**config.mk**
```make
export PLATFORM = sky130hd
export DESIGN_NAME = pcc_top
export DESIGN_NICKNAME = d
export VERILOG_FILES = /design/src/design/pcc_sync.v /design/src/design/pcc_match.v /design/src/design/pcc_top.v
export VERILOG_INCLUDE_DIRS = /design/src /design/src/common
export SDC_FILE = /design/constraint.sdc
export NUM_CORES = 1
export LEC_CHECK = 0
export BUFFER_PORTS_ARGS = -buffer_cell sky130_fd_sc_hd__buf_2
export CAP_MARGIN = 20
export CELL_PAD_IN_SITES_DETAIL_PLACEMENT = 1
export CELL_PAD_IN_SITES_GLOBAL_PLACEMENT = 1
export CORE_ASPECT_RATIO = 2
export CORE_MARGIN = 3
export CORE_UTILIZATION = 35
export DETAILED_ROUTE_END_ITERATION = 16
export GPL_TIMING_DRIVEN = 0
export PLACE_DENSITY_LB_ADDON = 0.1
export SKIP_CTS_REPAIR_TIMING = 1
export SLEW_MARGIN = 20
export SYNTH_ARGS = -nofsm -noshare
export SYNTH_HDL_FRONTEND = slang
export SYNTH_SLANG_ARGS = --single-unit
```
**constraint.sdc**
```tcl
create_clock -name CLK -period 2.5 [get_ports CLK]
set_clock_uncertainty 0.05 [all_clocks]
set_input_delay 0.25 -clock CLK [delete_from_list [all_inputs] [get_ports CLK]]
set_output_delay 0.25 -clock CLK [all_outputs]
set_load 0.01 [all_outputs]
```
**src/common/pcc_consts.vh**
```
// Constants for the counter array capture/compare block.
// Assumes the shared 16-bit counter and its tick source sit outside.
//
// Functional notes
// Set counter wrap flag on 16-bit rollover.
// Set cycle wrap flag on bit 8-11 overflow.
// Flags set regardless of interrupt enables.
// Interrupt when any flag meets its enable.
// Processor needs global and array irq enables.
// Capture on rise, fall or both edges.
// Capture copies counter, sets channel event flag.
// Channel flags cleared only by software zero.
// Timer compare sets flag on 16-bit equality.
// Low write clears, high write sets comparator.
// Software writes low byte before high byte.
// High-speed output toggles pin on match.
// Comparator off holds pin, skips toggle.
// Frequency mode: low byte match toggles, adds high.
// Frequency mode bits; high byte zero means 256.
// Frequency mode flag on full 16-bit equality.
// Comparator off: no toggle, PWM drives low.
// Cycle select gives 8-11 bit; wide gives 16-bit.
// Shared cycle length; other channels stay independent.
// Reload view routes compare byte accesses.
// PWM match sets flag when match enabled.
// Bit 5 enables cycle wrap interrupt.
// 8-bit PWM: high on match, low+reload on wrap.
// 9-11 bit PWM: reload from auto-reload on wrap.
// 16-bit PWM: high on match, low on wrap.
// Pin inputs synchronised before edge detection.
// Flag set wins over same-cycle software clear.
`ifndef PCC_CONSTS_VH
`define PCC_CONSTS_VH

// =========================================================
// Register selects
`define PCC_SEL_CTRL 3'h0
`define PCC_SEL_MODE 3'h1
`define PCC_SEL_PWM 3'h2
`define PCC_SEL_CPM 3'h3
`define PCC_SEL_CPL 3'h4
`define PCC_SEL_CPH 3'h5

// =========================================================
// Field positions
`define PCC_CTRL_CWF 7
`define PCC_MODE_WIE 0
`define PCC_PWM_RVS 7
`define PCC_PWM_CWIE 5
`define PCC_PWM_CYF 4
`define PCC_PWM_CLS_HI 1
`define PCC_PWM_CLS_LO 0
`define PCC_CPM_WIDE 7
`define PCC_CPM_CEN 6
`define PCC_CPM_RISE 5
`define PCC_CPM_FALL 4
`define PCC_CPM_MFE 3
`define PCC_CPM_TOG 2
`define PCC_CPM_PUL 1
`define PCC_CPM_CIE 0

// =========================================================
// Values
`define PCC_CLS8 2'h0
`define PCC_CLS9 2'h1
`define PCC_CLS10 2'h2
`define PCC_CLS11 2'h3
`define PCC_MASK8 16'h00FF
`define PCC_MASK9 16'h01FF
`define PCC_MASK10 16'h03FF
`define PCC_MASK11 16'h07FF
`define PCC_ZERO16 16'h0000
`define PCC_ZERO8 8'h00

`endif

```
**src/design/pcc_sync.v**
```verilog
// Pin synchroniser with edge detection for one module pin.
// Assumes an asynchronous pin; edges count once stages 2 and 3 agree.
`timescale 1ns/1ps
module pcc_sync (
  input wire clk,
  input wire rst_b,
  input wire pin,
  output wire rise,
  output wire fall
);
  reg s1_r;
  reg s2_r;
  reg s3_r;
  reg lvl_r;
  wire agree = (s2_r == s3_r);

  // Glitches shorter than a cycle never reach the level register
  always @(posedge clk or negedge rst_b) begin
    if (!rst_b) begin
      s1_r <= 1'b0;
      s2_r <= 1'b0;
      s3_r <= 1'b0;
      lvl_r <= 1'b0;
    end else begin
      s1_r <= pin;
      s2_r <= s1_r;
      s3_r <= s2_r;
      if (agree)
        lvl_r <= s3_r;
    end
  end

  assign rise = agree && s3_r && !lvl_r;
  assign fall = agree && !s3_r && lvl_r;
endmodule // pcc_sync

```
**src/design/pcc_match.v**
```verilog
// Counter comparators for one channel: full, low byte and low N bits.
// Assumes the count input is stable in the cycle its tick is high.
`timescale 1ns/1ps
`include "pcc_consts.vh"
module pcc_match (
  input wire tick,
  input wire [15:0] count,
  input wire [15:0] cmp,
  input wire [15:0] mask,
  output wire full,
  output wire low8,
  output wire lown
);
  wire [15:0] diff = count ^ cmp;

  assign full = tick && (diff == `PCC_ZERO16);
  assign low8 = tick && (diff[7:0] == `PCC_ZERO8);
  assign lown = tick && ((diff & mask) == `PCC_ZERO16);
endmodule // pcc_match

```
**src/design/pcc_top.v**
```verilog
// Interrupt flags and capture/compare channels on a shared counter.
// Assumes COUNT_TICK pulses once in the cycle after COUNT changed.
`timescale 1ns/1ps
`include "pcc_consts.vh"
module pcc_top #(
  parameter NCH = 3
) (
  input wire CLK,
  input wire RST_B,
  input wire [15:0] COUNT,
  input wire COUNT_TICK,
  input wire WR_EN,
  input wire [2:0] WR_SEL,
  input wire [1:0] WR_CH,
  input wire [7:0] WR_DATA,
  input wire RD_EN,
  input wire [2:0] RD_SEL,
  input wire [1:0] RD_CH,
  output wire [7:0] RD_DATA,
  input wire [NCH-1:0] PIN_IN,
  output wire [NCH-1:0] PIN_OUT,
  output wire [NCH-1:0] PIN_OE_B,
  output wire IRQ
);

  // =========================================================
  // Global configuration and flags
  reg wrap_irq_enable_r;
  reg reload_view_r;
  reg cycle_wrap_irq_enable_r;
  reg [1:0] cycle_length_r;
  reg counter_wrap_flag_r;
  reg cycle_wrap_flag_r;
  reg [NCH-1:0] channel_event_flag_r;
  reg irq_r;
  reg [7:0] rd_data_r;

  reg counter_wrap_flag_nxt;
  reg cycle_wrap_flag_nxt;
  reg [NCH-1:0] channel_event_flag_nxt;

  wire [NCH-1:0] flag_set;
  wire [NCH-1:0] chan_irq_en;
  wire [NCH-1:0] rise_ev;
  wire [NCH-1:0] fall_ev;
  wire [8*NCH-1:0] mode_f;
  wire [16*NCH-1:0] cmp_f;
  wire [16*NCH-1:0] arl_f;

  reg [15:0] len_mask;

  wire wr_ctrl = WR_EN && (WR_SEL == `PCC_SEL_CTRL);
  wire wr_mode = WR_EN && (WR_SEL == `PCC_SEL_MODE);
  wire wr_pwm = WR_EN && (WR_SEL == `PCC_SEL_PWM);

  // =========================================================
  // Overflow detection
  always @* begin
    case (cycle_length_r)
      `PCC_CLS8: len_mask = `PCC_MASK8;
      `PCC_CLS9: len_mask = `PCC_MASK9;
      `PCC_CLS10: len_mask = `PCC_MASK10;
      `PCC_CLS11: len_mask = `PCC_MASK11;
      default: len_mask = `PCC_MASK8;
    endcase
  end

  // The tick marks a fresh count, so zero means a rollover just happened
  wire wrap16 = COUNT_TICK && (COUNT == `PCC_ZERO16);
  wire cyc_wrap = COUNT_TICK && ((COUNT & len_mask) == `PCC_ZERO16);

  // =========================================================
  // Flag next values: a hardware set beats a same-cycle write
  always @* begin
    counter_wrap_flag_nxt = counter_wrap_flag_r;
    cycle_wrap_flag_nxt = cycle_wrap_flag_r;
    channel_event_flag_nxt = channel_event_flag_r;
    if (wr_ctrl) begin
      counter_wrap_flag_nxt = WR_DATA[`PCC_CTRL_CWF];
      channel_event_flag_nxt = WR_DATA[NCH-1:0];
    end
    if (wr_pwm)
      cycle_wrap_flag_nxt = WR_DATA[`PCC_PWM_CYF];
    if (wrap16)
      counter_wrap_flag_nxt = 1'b1;
    if (cyc_wrap)
      cycle_wrap_flag_nxt = 1'b1;
    channel_event_flag_nxt = channel_event_flag_nxt | flag_set;
  end

  // =========================================================
  // Global registers
  always @(posedge CLK or negedge RST_B) begin
    if (!RST_B) begin
      wrap_irq_enable_r <= 1'b0;
      reload_view_r <= 1'b0;
      cycle_wrap_irq_enable_r <= 1'b0;
      cycle_length_r <= `PCC_CLS8;
      counter_wrap_flag_r <= 1'b0;
      cycle_wrap_flag_r <= 1'b0;
      channel_event_flag_r <= {NCH{1'b0}};
      irq_r <= 1'b0;
    end else begin
      if (wr_mode)
        wrap_irq_enable_r <= WR_DATA[`PCC_MODE_WIE];
      if (wr_pwm) begin
        reload_view_r <= WR_DATA[`PCC_PWM_RVS];
        cycle_wrap_irq_enable_r <= WR_DATA[`PCC_PWM_CWIE];
        cycle_length_r <= WR_DATA[`PCC_PWM_CLS_HI:`PCC_PWM_CLS_LO];
      end
      counter_wrap_flag_r <= counter_wrap_flag_nxt;
      cycle_wrap_flag_r <= cycle_wrap_flag_nxt;
      channel_event_flag_r <= channel_event_flag_nxt;
      // Registered so the request is glitch free; it trails its flag by one edge
      irq_r <= (counter_wrap_flag_r && wrap_irq_enable_r) ||
               (cycle_wrap_flag_r && cycle_wrap_irq_enable_r) ||
               (|(channel_event_flag_r & chan_irq_en));
    end
  end

  // Masking by the processor's own enables happens outside this block
  assign IRQ = irq_r;

  // =========================================================
  // Channels
  genvar g;
  generate
    for (g = 0; g < NCH; g = g + 1) begin : g_ch
      localparam [1:0] CH = g;

      reg [7:0] mode_r;
      reg [15:0] cmp_r;
      reg [15:0] arl_r;
      reg pin_r;
      reg [7:0] mode_nxt;
      reg [15:0] cmp_nxt;
      reg [15:0] arl_nxt;
      reg pin_nxt;

      wire wr_ch = WR_EN && (WR_CH == CH);
      wire wide = mode_r[`PCC_CPM_WIDE];
      wire cen = mode_r[`PCC_CPM_CEN];
      wire rise = mode_r[`PCC_CPM_RISE];
      wire fall = mode_r[`PCC_CPM_FALL];
      wire mfe = mode_r[`PCC_CPM_MFE];
      wire tog = mode_r[`PCC_CPM_TOG];
      wire pul = mode_r[`PCC_CPM_PUL];

      wire capt_mode = !mfe && !tog && !pul;
      wire pwm_n = pul && !tog && !wide;
      wire pwm16 = pul && !tog && wide;
      wire freq = pul && tog;
      wire m16;
      wire mlo;
      wire mn;

      pcc_sync u_sync (
        .clk (CLK),
        .rst_b (RST_B),
        .pin (PIN_IN[g]),
        .rise (rise_ev[g]),
        .fall (fall_ev[g])
      );

      pcc_match u_match (
        .tick (COUNT_TICK),
        .count (COUNT),
        .cmp (cmp_r),
        .mask (len_mask),
        .full (m16),
        .low8 (mlo),
        .lown (mn)
      );

      wire cap_hit = capt_mode &&
                     ((rise && rise_ev[g]) || (fall && fall_ev[g]));

      // 16-bit equality serves timer, toggle, frequency and wide PWM
      wire wide_hit = cen && m16 && (!pul || freq || pwm16);
      wire narrow_hit = cen && pwm_n && mn;

      assign flag_set[g] = cap_hit || (mfe && (wide_hit || narrow_hit));
      assign chan_irq_en[g] = mode_r[`PCC_CPM_CIE];

      always @* begin
        mode_nxt = mode_r;
        cmp_nxt = cmp_r;
        arl_nxt = arl_r;
        pin_nxt = pin_r;

        if (cap_hit)
          cmp_nxt = COUNT;

        // High-speed output; no toggle while the comparator is off
        if (!pul && tog && cen && m16)
          pin_nxt = !pin_r;

        // Adding a zero high byte leaves the low byte: a 256-count half period
        if (freq && cen && mlo) begin
          pin_nxt = !pin_r;
          cmp_nxt[7:0] = cmp_r[7:0] + cmp_r[15:8];
        end

        if (pwm_n && cen) begin
          if (cyc_wrap) begin
            pin_nxt = 1'b0;
            if (cycle_length_r == `PCC_CLS8)
              cmp_nxt[7:0] = cmp_r[15:8];
            else
              cmp_nxt = arl_r;
          end
          // Match after wrap so a zero compare gives full duty
          if (mn)
            pin_nxt = 1'b1;
        end

        if (pwm16 && cen) begin
          if (wrap16)
            pin_nxt = 1'b0;
          if (m16)
            pin_nxt = 1'b1;
        end

        if ((pwm_n || pwm16) && !cen)
          pin_nxt = 1'b0;

        // Software writes come last and override hardware on the same byte
        if (wr_ch && (WR_SEL == `PCC_SEL_CPM))
          mode_nxt = WR_DATA;
        if (wr_ch && (WR_SEL == `PCC_SEL_CPL)) begin
          mode_nxt[`PCC_CPM_CEN] = 1'b0;
          if (reload_view_r)
            arl_nxt[7:0] = WR_DATA;
          else
            cmp_nxt[7:0] = WR_DATA;
        end
        if (wr_ch && (WR_SEL == `PCC_SEL_CPH)) begin
          mode_nxt[`PCC_CPM_CEN] = 1'b1;
          if (reload_view_r)
            arl_nxt[15:8] = WR_DATA;
          else
            cmp_nxt[15:8] = WR_DATA;
        end
      end

      always @(posedge CLK or negedge RST_B) begin
        if (!RST_B) begin
          mode_r <= `PCC_ZERO8;
          cmp_r <= `PCC_ZERO16;
          arl_r <= `PCC_ZERO16;
          pin_r <= 1'b0;
        end else begin
          mode_r <= mode_nxt;
          cmp_r <= cmp_nxt;
          arl_r <= arl_nxt;
          pin_r <= pin_nxt;
        end
      end

      assign mode_f[8*g +: 8] = mode_r;
      assign cmp_f[16*g +: 16] = cmp_r;
      assign arl_f[16*g +: 16] = arl_r;
      assign PIN_OUT[g] = pin_r;
      // Capture and timer modes leave the pin to the outside world
      assign PIN_OE_B[g] = !(tog || pul);
    end
  endgenerate

  // =========================================================
  // Read port: data appears on the edge after RD_EN
  reg [7:0] rd_mux;
  wire [15:0] rd_cmp = cmp_f[16*RD_CH +: 16];
  wire [15:0] rd_arl = arl_f[16*RD_CH +: 16];
  wire [15:0] rd_word = reload_view_r ? rd_arl : rd_cmp;

  always @* begin
    rd_mux = `PCC_ZERO8;
    case (RD_SEL)
      `PCC_SEL_CTRL: begin
        rd_mux[NCH-1:0] = channel_event_flag_r;
        rd_mux[`PCC_CTRL_CWF] = counter_wrap_flag_r;
      end
      `PCC_SEL_MODE: rd_mux[`PCC_MODE_WIE] = wrap_irq_enable_r;
      `PCC_SEL_PWM: begin
        rd_mux[`PCC_PWM_RVS] = reload_view_r;
        rd_mux[`PCC_PWM_CWIE] = cycle_wrap_irq_enable_r;
        rd_mux[`PCC_PWM_CYF] = cycle_wrap_flag_r;
        rd_mux[`PCC_PWM_CLS_HI:`PCC_PWM_CLS_LO] = cycle_length_r;
      end
      `PCC_SEL_CPM: rd_mux = mode_f[8*RD_CH +: 8];
      `PCC_SEL_CPL: rd_mux = rd_word[7:0];
      `PCC_SEL_CPH: rd_mux = rd_word[15:8];
      default: rd_mux = `PCC_ZERO8;
    endcase
  end

  always @(posedge CLK or negedge RST_B) begin
    if (!RST_B)
      rd_data_r <= `PCC_ZERO8;
    else if (RD_EN)
      rd_data_r <= rd_mux;
  end

  assign RD_DATA = rd_data_r;

endmodule // pcc_top

```
==> results of run 1 <==
## worst paths after layout
path	to	slack [ns]	depth (start not counted)
min in group asynchronous	g_ch[2].cmp_r[6]	0.28	2
hold / removal	counter_wrap_flag_r	0.11	2
hold reg to reg	g_ch[1].u_sync.s2_r	0.30	0
setup reg to reg	g_ch[0].pin_r	-0.002	6
max in group asynchronous	g_ch[0].mode_r[1]	1.15	3
setup / recovery	g_ch[0].pin_r	-0.002	6
## per-layer routing
layer / part of all wire [%] / track usage, % / vias up
met4: 9.5 / 22.4 / 0
met2: 52 / 50.8 / 270
li1: - / - / 4072
met5: 0 / 0 / -
met3: 2.9 / 3.24 / 145
met1: 35 / 30.1 / 4703
## final cells by class
cell class                 instances  area, um2  share of cell area (%)
buffer                            71        395                    3.21
clock buffer                      22        464                    3.77
clock inverter                    10        190                    1.55
inverter                          30        113                   0.915
multi-input combinational        810       6420                    52.1
sequential                       154       3860                    31.3
tap                              364        455                    3.70
timing repair buffer              62        415                    3.37
## registers in the layout, indices dropped and copies added, names as in the netlist
name	cells
g_ch.cmp_r	48
channel_event_flag_r	3
g_ch.u_sync.lvl_r	3
wrap_irq_enable_r	1
g_ch.pin_r	3
counter_wrap_flag_r	1
g_ch.mode_r	24
RD_DATA	8
g_ch.u_sync.s2_r	3
g_ch.arl_r	48
cycle_length_r	2
g_ch.u_sync.s3_r	3
cycle_wrap_irq_enable_r	1
IRQ	1
g_ch.u_sync.s1_r	3
reload_view_r	1
cycle_wrap_flag_r	1
## power by group
group,internal [mW],switching [mW]
Clock,1.83,1.16
Sequential,3.14,1.22
Combinational,2.45,2.72
## cell families after synthesis
kind of cell	count (synthesis)	share of synthesized area (%)
flip-flops	154	36.5
adder cells (fa/ha/maj)	30	3.77
multiplexers	178	20.4
AO/OA/AOI/OAI	247	15.6
AND/OR/NAND/NOR	292	14.1
XOR/XNOR	63	5.23
buffers and inverters	108	4.35
## cell usage in the layout, fill, tap and decap left out, types with 12 or more instances in the layout
| master | n |
|---|---|
| dfrtp_1 | 150 |
| a21oi_1 | 57 |
| mux2_2 | 77 |
| clkbuf_1 | 33 |
| o21ai_0 | 36 |
| xnor2_1 | 44 |
| nand2_1 | 75 |
| nor2b_1 | 16 |
| ha_1 | 27 |
| a21o_1 | 28 |
| nand2b_1 | 12 |
| nand3_1 | 20 |
| buf_4 | 28 |
| nor3_1 | 14 |
| mux2i_1 | 77 |
| buf_2 | 45 |
| inv_1 | 30 |
| xor2_1 | 19 |
| mux4_2 | 22 |
| a211oi_1 | 35 |
| nor2_1 | 84 |
| clkbuf_16 | 17 |
| a31oi_1 | 15 |
==> flow_summary_export.csv, run 1 <==
group,metric,value,unit
setup_path,worstSetupPathType,"flip-flop to flip-flop",
drt,vias,9190,
drt,vias_per_cell,6.03,
drt,drt_pre_antenna_iters,5,
sta,timing.final.crit_period,2.50,ns
sta,maxSlewViolCount,0,
clock_network,path_clk_slew,0.07,ns
outcome,status,"finished with violations",
setup_path,cp-end-kind,"flip-flop",
cells_and_area,nNetsFinal,1218,
power_and_ir_drop,p_leak,5.23,nW
setup_path,cp-startpoint,"g_ch[0].cmp_r[12]",
global_routing,first_global_vias,9860,
yosys,synth_cell_types,69,
clock_network,insertion_delay,0.46,ns
clock_network,root_buffer,"clkbuf_16",
yosys,netlist_area,0.0105,mm2
cells_and_area,antenna_cells,0,
placement,dp_hpwl,35.1,mm
yosys,yosysMostFrequentCell,"dfrtp_1",
clock_network,cts_tree,"built",
cells_and_area,drive_gt1_share,23.0,%
sta,fin_setup_tns,-0.00176,ns
drt,drc_errors,0,
placement,placedCellCount,1472,
yosys,syn_inst,1072,
clock_network,clock_sinks,154,
power_and_ir_drop,power,12.5,mW
clock_network,htree_levels,4,
floorplanning,die-area,0.0324,mm2
sta,setup_viol,1,
setup_path,crit_buf_inv,0,
flow_run,maxCapViolCount,0,
clock_network,clockBufferDepth,2,
drt,wl_per_cell,30.2,um
sta,finalCritPeriodShare,100,%
floorplanning,initial_core_util,35.6,%
outcome,violations,"negative setup slack",
yosys,yosys-top-cells-area,"dfrtp_1 (37%), mux2_2 (8.2%), mux2i_1 (7.5%)",
yosys,ys_ff_latch,154,
setup_path,timing.rr.start,"g_ch[0].cmp_r[12]",
drt,ant_nets,0,
setup_path,crit_slowest_cell,"nor4_1",
setup_path,cp_cell_sequence,"xnor2_1 > nand4_1 > nor4_1 > o211ai_1 > xor2_1 > o22ai_1",
worst_hold_path,hp-class,"input pin to flip-flop",
setup_path,cp_top_family,"simple AND/OR/NAND/NOR gates",
floorplanning,core_region_area,0.0296,mm2
yosys,yosysTopAreaCell,"dfrtp_1",
cells_and_area,area_growth,16.7,%
power_and_ir_drop,peakVddDrop,0.000548,V
global_routing,antenna_found_initial,0,
drt,wirelength,45.9,mm
yosys,synth_top_area_share,36.5,%
power_and_ir_drop,power.density,1020,mW/mm2
cells_and_area,final_util,41.6,%
floorplanning,ios,57,
setup_path,startpoint_type,"flip-flop",
cells_and_area,stdcell_count,1523,
setup_path,cp.arrival,2.82,ns
sta,slew_headroom,21.3,%
sta,fmax,400,MHz
setup_path,worstPathRequired,2.82,ns
cells_and_area,nFillCells,3374,
yosys,synth.avg_cell_area,9.84,um2
setup_path,cpPeakStageDelay,0.81,ns
drt,drt-initial-drc-count,504,
yosys,yosysWarnings,0,
sta,setup_ws,-0.00176,ns
placement,placed_area,0.0112,mm2
global_routing,grt-ovfl-total,0,
sta,rsz0062_at_grt,"true",
placement,gp_congestion,0.942,
global_routing,grt_pass1_wl,66.6,mm
floorplanning,num_rows,89,
placement,port_buffers,35,
global_routing,grt_max_degree,92,
global_routing,track_usage,28.7,%
floorplanning,die_x,129,um
sta,worstMarginPinSlew,1.18,ns
cells_and_area,final_area,0.0123,mm2
setup_path,critPathMaxFanout,5,
yosys,ys_seq_area_share,36.5,%
yosys,synthFlopType,"dfrtp_1",
sta,whs,0.110,ns
yosys,synth_edf_count,0,
floorplanning,die_y,251,um
yosys,synth_common_cells,"dfrtp_1 (154), nor2_1 (89), mux2i_1 (79), mux2_2 (77), nand2_1 (75)",
sta,final-hold-violation-count,0,
clock_network,numCtsBuffers,17,
yosys,synth_nets,1144,
yosys,async_reset_ff_share,100,%
worst_hold_path,hp-start,"WR_DATA[7]",
placement,place_ws,-0.732,ns
(Power assumes the default switching activity.)
==> inputs of run 2 (changes only) <==
--- a/config.mk
+++ b/config.mk
@@ -16,7 +16,6 @@
 export DETAILED_ROUTE_END_ITERATION = 16
 export GPL_TIMING_DRIVEN = 0
 export PLACE_DENSITY_LB_ADDON = 0.1
-export SKIP_CTS_REPAIR_TIMING = 1
 export SLEW_MARGIN = 20
 export SYNTH_ARGS = -nofsm -noshare
 export SYNTH_HDL_FRONTEND = slang
==> flow_summary_export.csv, run 2 (synthesis results as in run 1) <==
group,metric,value,unit
outcome,status,"finished clean",
setup_path,crit_buf_inv,0,
clock_network,path_clk_slew,0.07,ns
sta,fmax,401,MHz
floorplanning,ios,57,
cells_and_area,drive_gt1_share,22.8,%
floorplanning,die_x,129,um
global_routing,grtUsageMet3,3.41,%
global_routing,grt_max_degree,92,
clock_network,htree_levels,4,
setup_path,crit_slowest_cell,"nor4_1",
global_routing,first_global_vias,9879,
drt,drt_pre_antenna_iters,5,
drt,ant_nets,0,
drt,wl_per_cell,30.3,um
power_and_ir_drop,power.density,1020,mW/mm2
power_and_ir_drop,p_leak,5.22,nW
floorplanning,num_rows,89,
setup_path,cpPeakStageDelay,0.81,ns
clock_network,clockBufferDepth,2,
cells_and_area,area_growth,16.6,%
drt,wirelength,46.0,mm
global_routing,use_met2,51.0,%
cells_and_area,biggestRegsByFlops,"g_ch.arl_r x48, g_ch.cmp_r x48, g_ch.mode_r x24",
setup_path,critPathMaxFanout,5,
cells_and_area,seq_area,0.00386,mm2
placement,dp_hpwl,35.1,mm
sta,final-hold-violation-count,0,
cells_and_area,final_common_cell,"dfrtp_1",
setup_path,cp_cell_sequence,"xnor2_1 > nand4_1 > nor4_1 > o211ai_1 > xor2_1 > o22ai_1",
drt,drc_errors,0,
cells_and_area,antenna_cells,0,
setup_path,worstPathRequired,2.82,ns
clock_network,numCtsBuffers,17,
floorplanning,initial_core_util,35.6,%
floorplanning,core_region_area,0.0296,mm2
setup_path,startpoint_type,"flip-flop",
global_routing,grtUsageMet1,30.3,%
cells_and_area,final_cell_mix,"dfrtp_1 (150), nor2_1 (84), mux2i_1 (78), mux2_2 (77), nand2_1 (74)",
flow_run,maxCapViolCount,0,
drt,vias_per_cell,6.05,
sta,rsz0062_at_grt,"false",
cells_and_area,final_util,41.5,%
clock_network,insertion_delay,0.45,ns
drt,vias,9195,
global_routing,grt_pass1_wl,67.2,mm
sta,finalCritPeriodShare,99.7,%
placement,gp_congestion,0.942,
sta,timing.final.crit_period,2.49,ns
sta,maxSlewViolCount,0,
clock_network,root_buffer,"clkbuf_16",
power_and_ir_drop,peakVddDrop,0.000544,V
global_routing,antenna_found_initial,0,
worst_hold_path,hp-class,"input pin to flip-flop",
global_routing,track_usage,28.9,%
sta,worstMarginPinSlew,1.19,ns
sta,slew_headroom,20.9,%
cells_and_area,nNetsFinal,1215,
setup_path,worstSetupPathType,"flip-flop to flip-flop",
placement,port_buffers,35,
setup_path,cp-end-kind,"flip-flop",
floorplanning,die_y,251,um
clock_network,cts_tree,"built",
sta,fin_setup_tns,0,ns
floorplanning,die-area,0.0324,mm2
clock_network,clock_sinks,154,
setup_path,cp_top_family,"simple AND/OR/NAND/NOR gates",
drt,drt-initial-drc-count,554,
global_routing,grt-busiest-layer,"met2",
global_routing,grt-ovfl-total,0,
power_and_ir_drop,power,12.5,mW
setup_path,cp.arrival,2.81,ns
cells_and_area,nFillCells,3377,
cells_and_area,multi_input_area,0.00642,mm2
sta,setup_viol,0,
==> run 2: cell types whose count changed in the layout (fill, tap and decap cells not counted), sizes merged <==
cell	previous run	this run
buf	89	86
==> run 2: timing repair <==
action,4_1_cts,5_1_grt
setup endpoints to repair,104,44
gates resized for setup,38,36
hold buffers,4,0
hold endpoints to repair,66,0
setup buffers,3,15
pin swaps,0,5
==> run 2: final timing paths <==
| path | to | start | slack (ns) | depth (start not counted) |
|---|---|---|---|---|
| setup / recovery | g_ch[0].pin_r | g_ch[0].cmp_r[12] | 0.006 | 6 |
| min in group asynchronous | g_ch[2].cmp_r[6] | RST_B | 0.28 | 2 |
| hold / removal | counter_wrap_flag_r | WR_DATA[7] | 0.11 | 2 |
| setup reg to reg | g_ch[0].pin_r | g_ch[0].cmp_r[12] | 0.006 | 6 |
| max in group asynchronous | g_ch[0].mode_r[1] | RST_B | 1.17 | 3 |
| hold reg to reg | g_ch[1].u_sync.s2_r | g_ch[1].u_sync.s1_r | 0.30 | 0 |
==> run 2: cell type report <==
cell class,count,share of cell area [%]
clock inverter,10,1.55
sequential,154,31.4
buffer,71,3.24
timing repair buffer,59,3.20
tap,364,3.71
inverter,30,0.916
clock buffer,22,3.78
multi-input combinational,810,52.2
==> run 2: per-layer routing <==
metal  vias up  wire length, um
li1       4062                -
met1      4734            16300
met2       257            24000
met3       142             1320
met4         0             4320
met5         -                0
==> run 2: power breakdown <==
part | internal [mW] | switching, mW | leakage (nW) | total (mW)
registers | 3.14 | 1.22 | 1.95 | 4.36
clock network | 1.83 | 1.15 | 0.307 | 2.98
logic | 2.44 | 2.73 | 2.96 | 5.17
==> run 2: per-stage QoR <==
stage          setup WS [ns]  hold WS, ns  instances  area, um2
3_3_place_gp           -1.49        0.283       1471      11200
6_report             0.00650        0.114       1520      12300
2_1_floorplan          0.239      -0.0956       1072      10500
5_1_grt              0.00733        0.137       1520      12300
3_5_place_dp          -0.732        0.202       1472      11200
4_1_cts              0.00154       0.0917       1507      12100
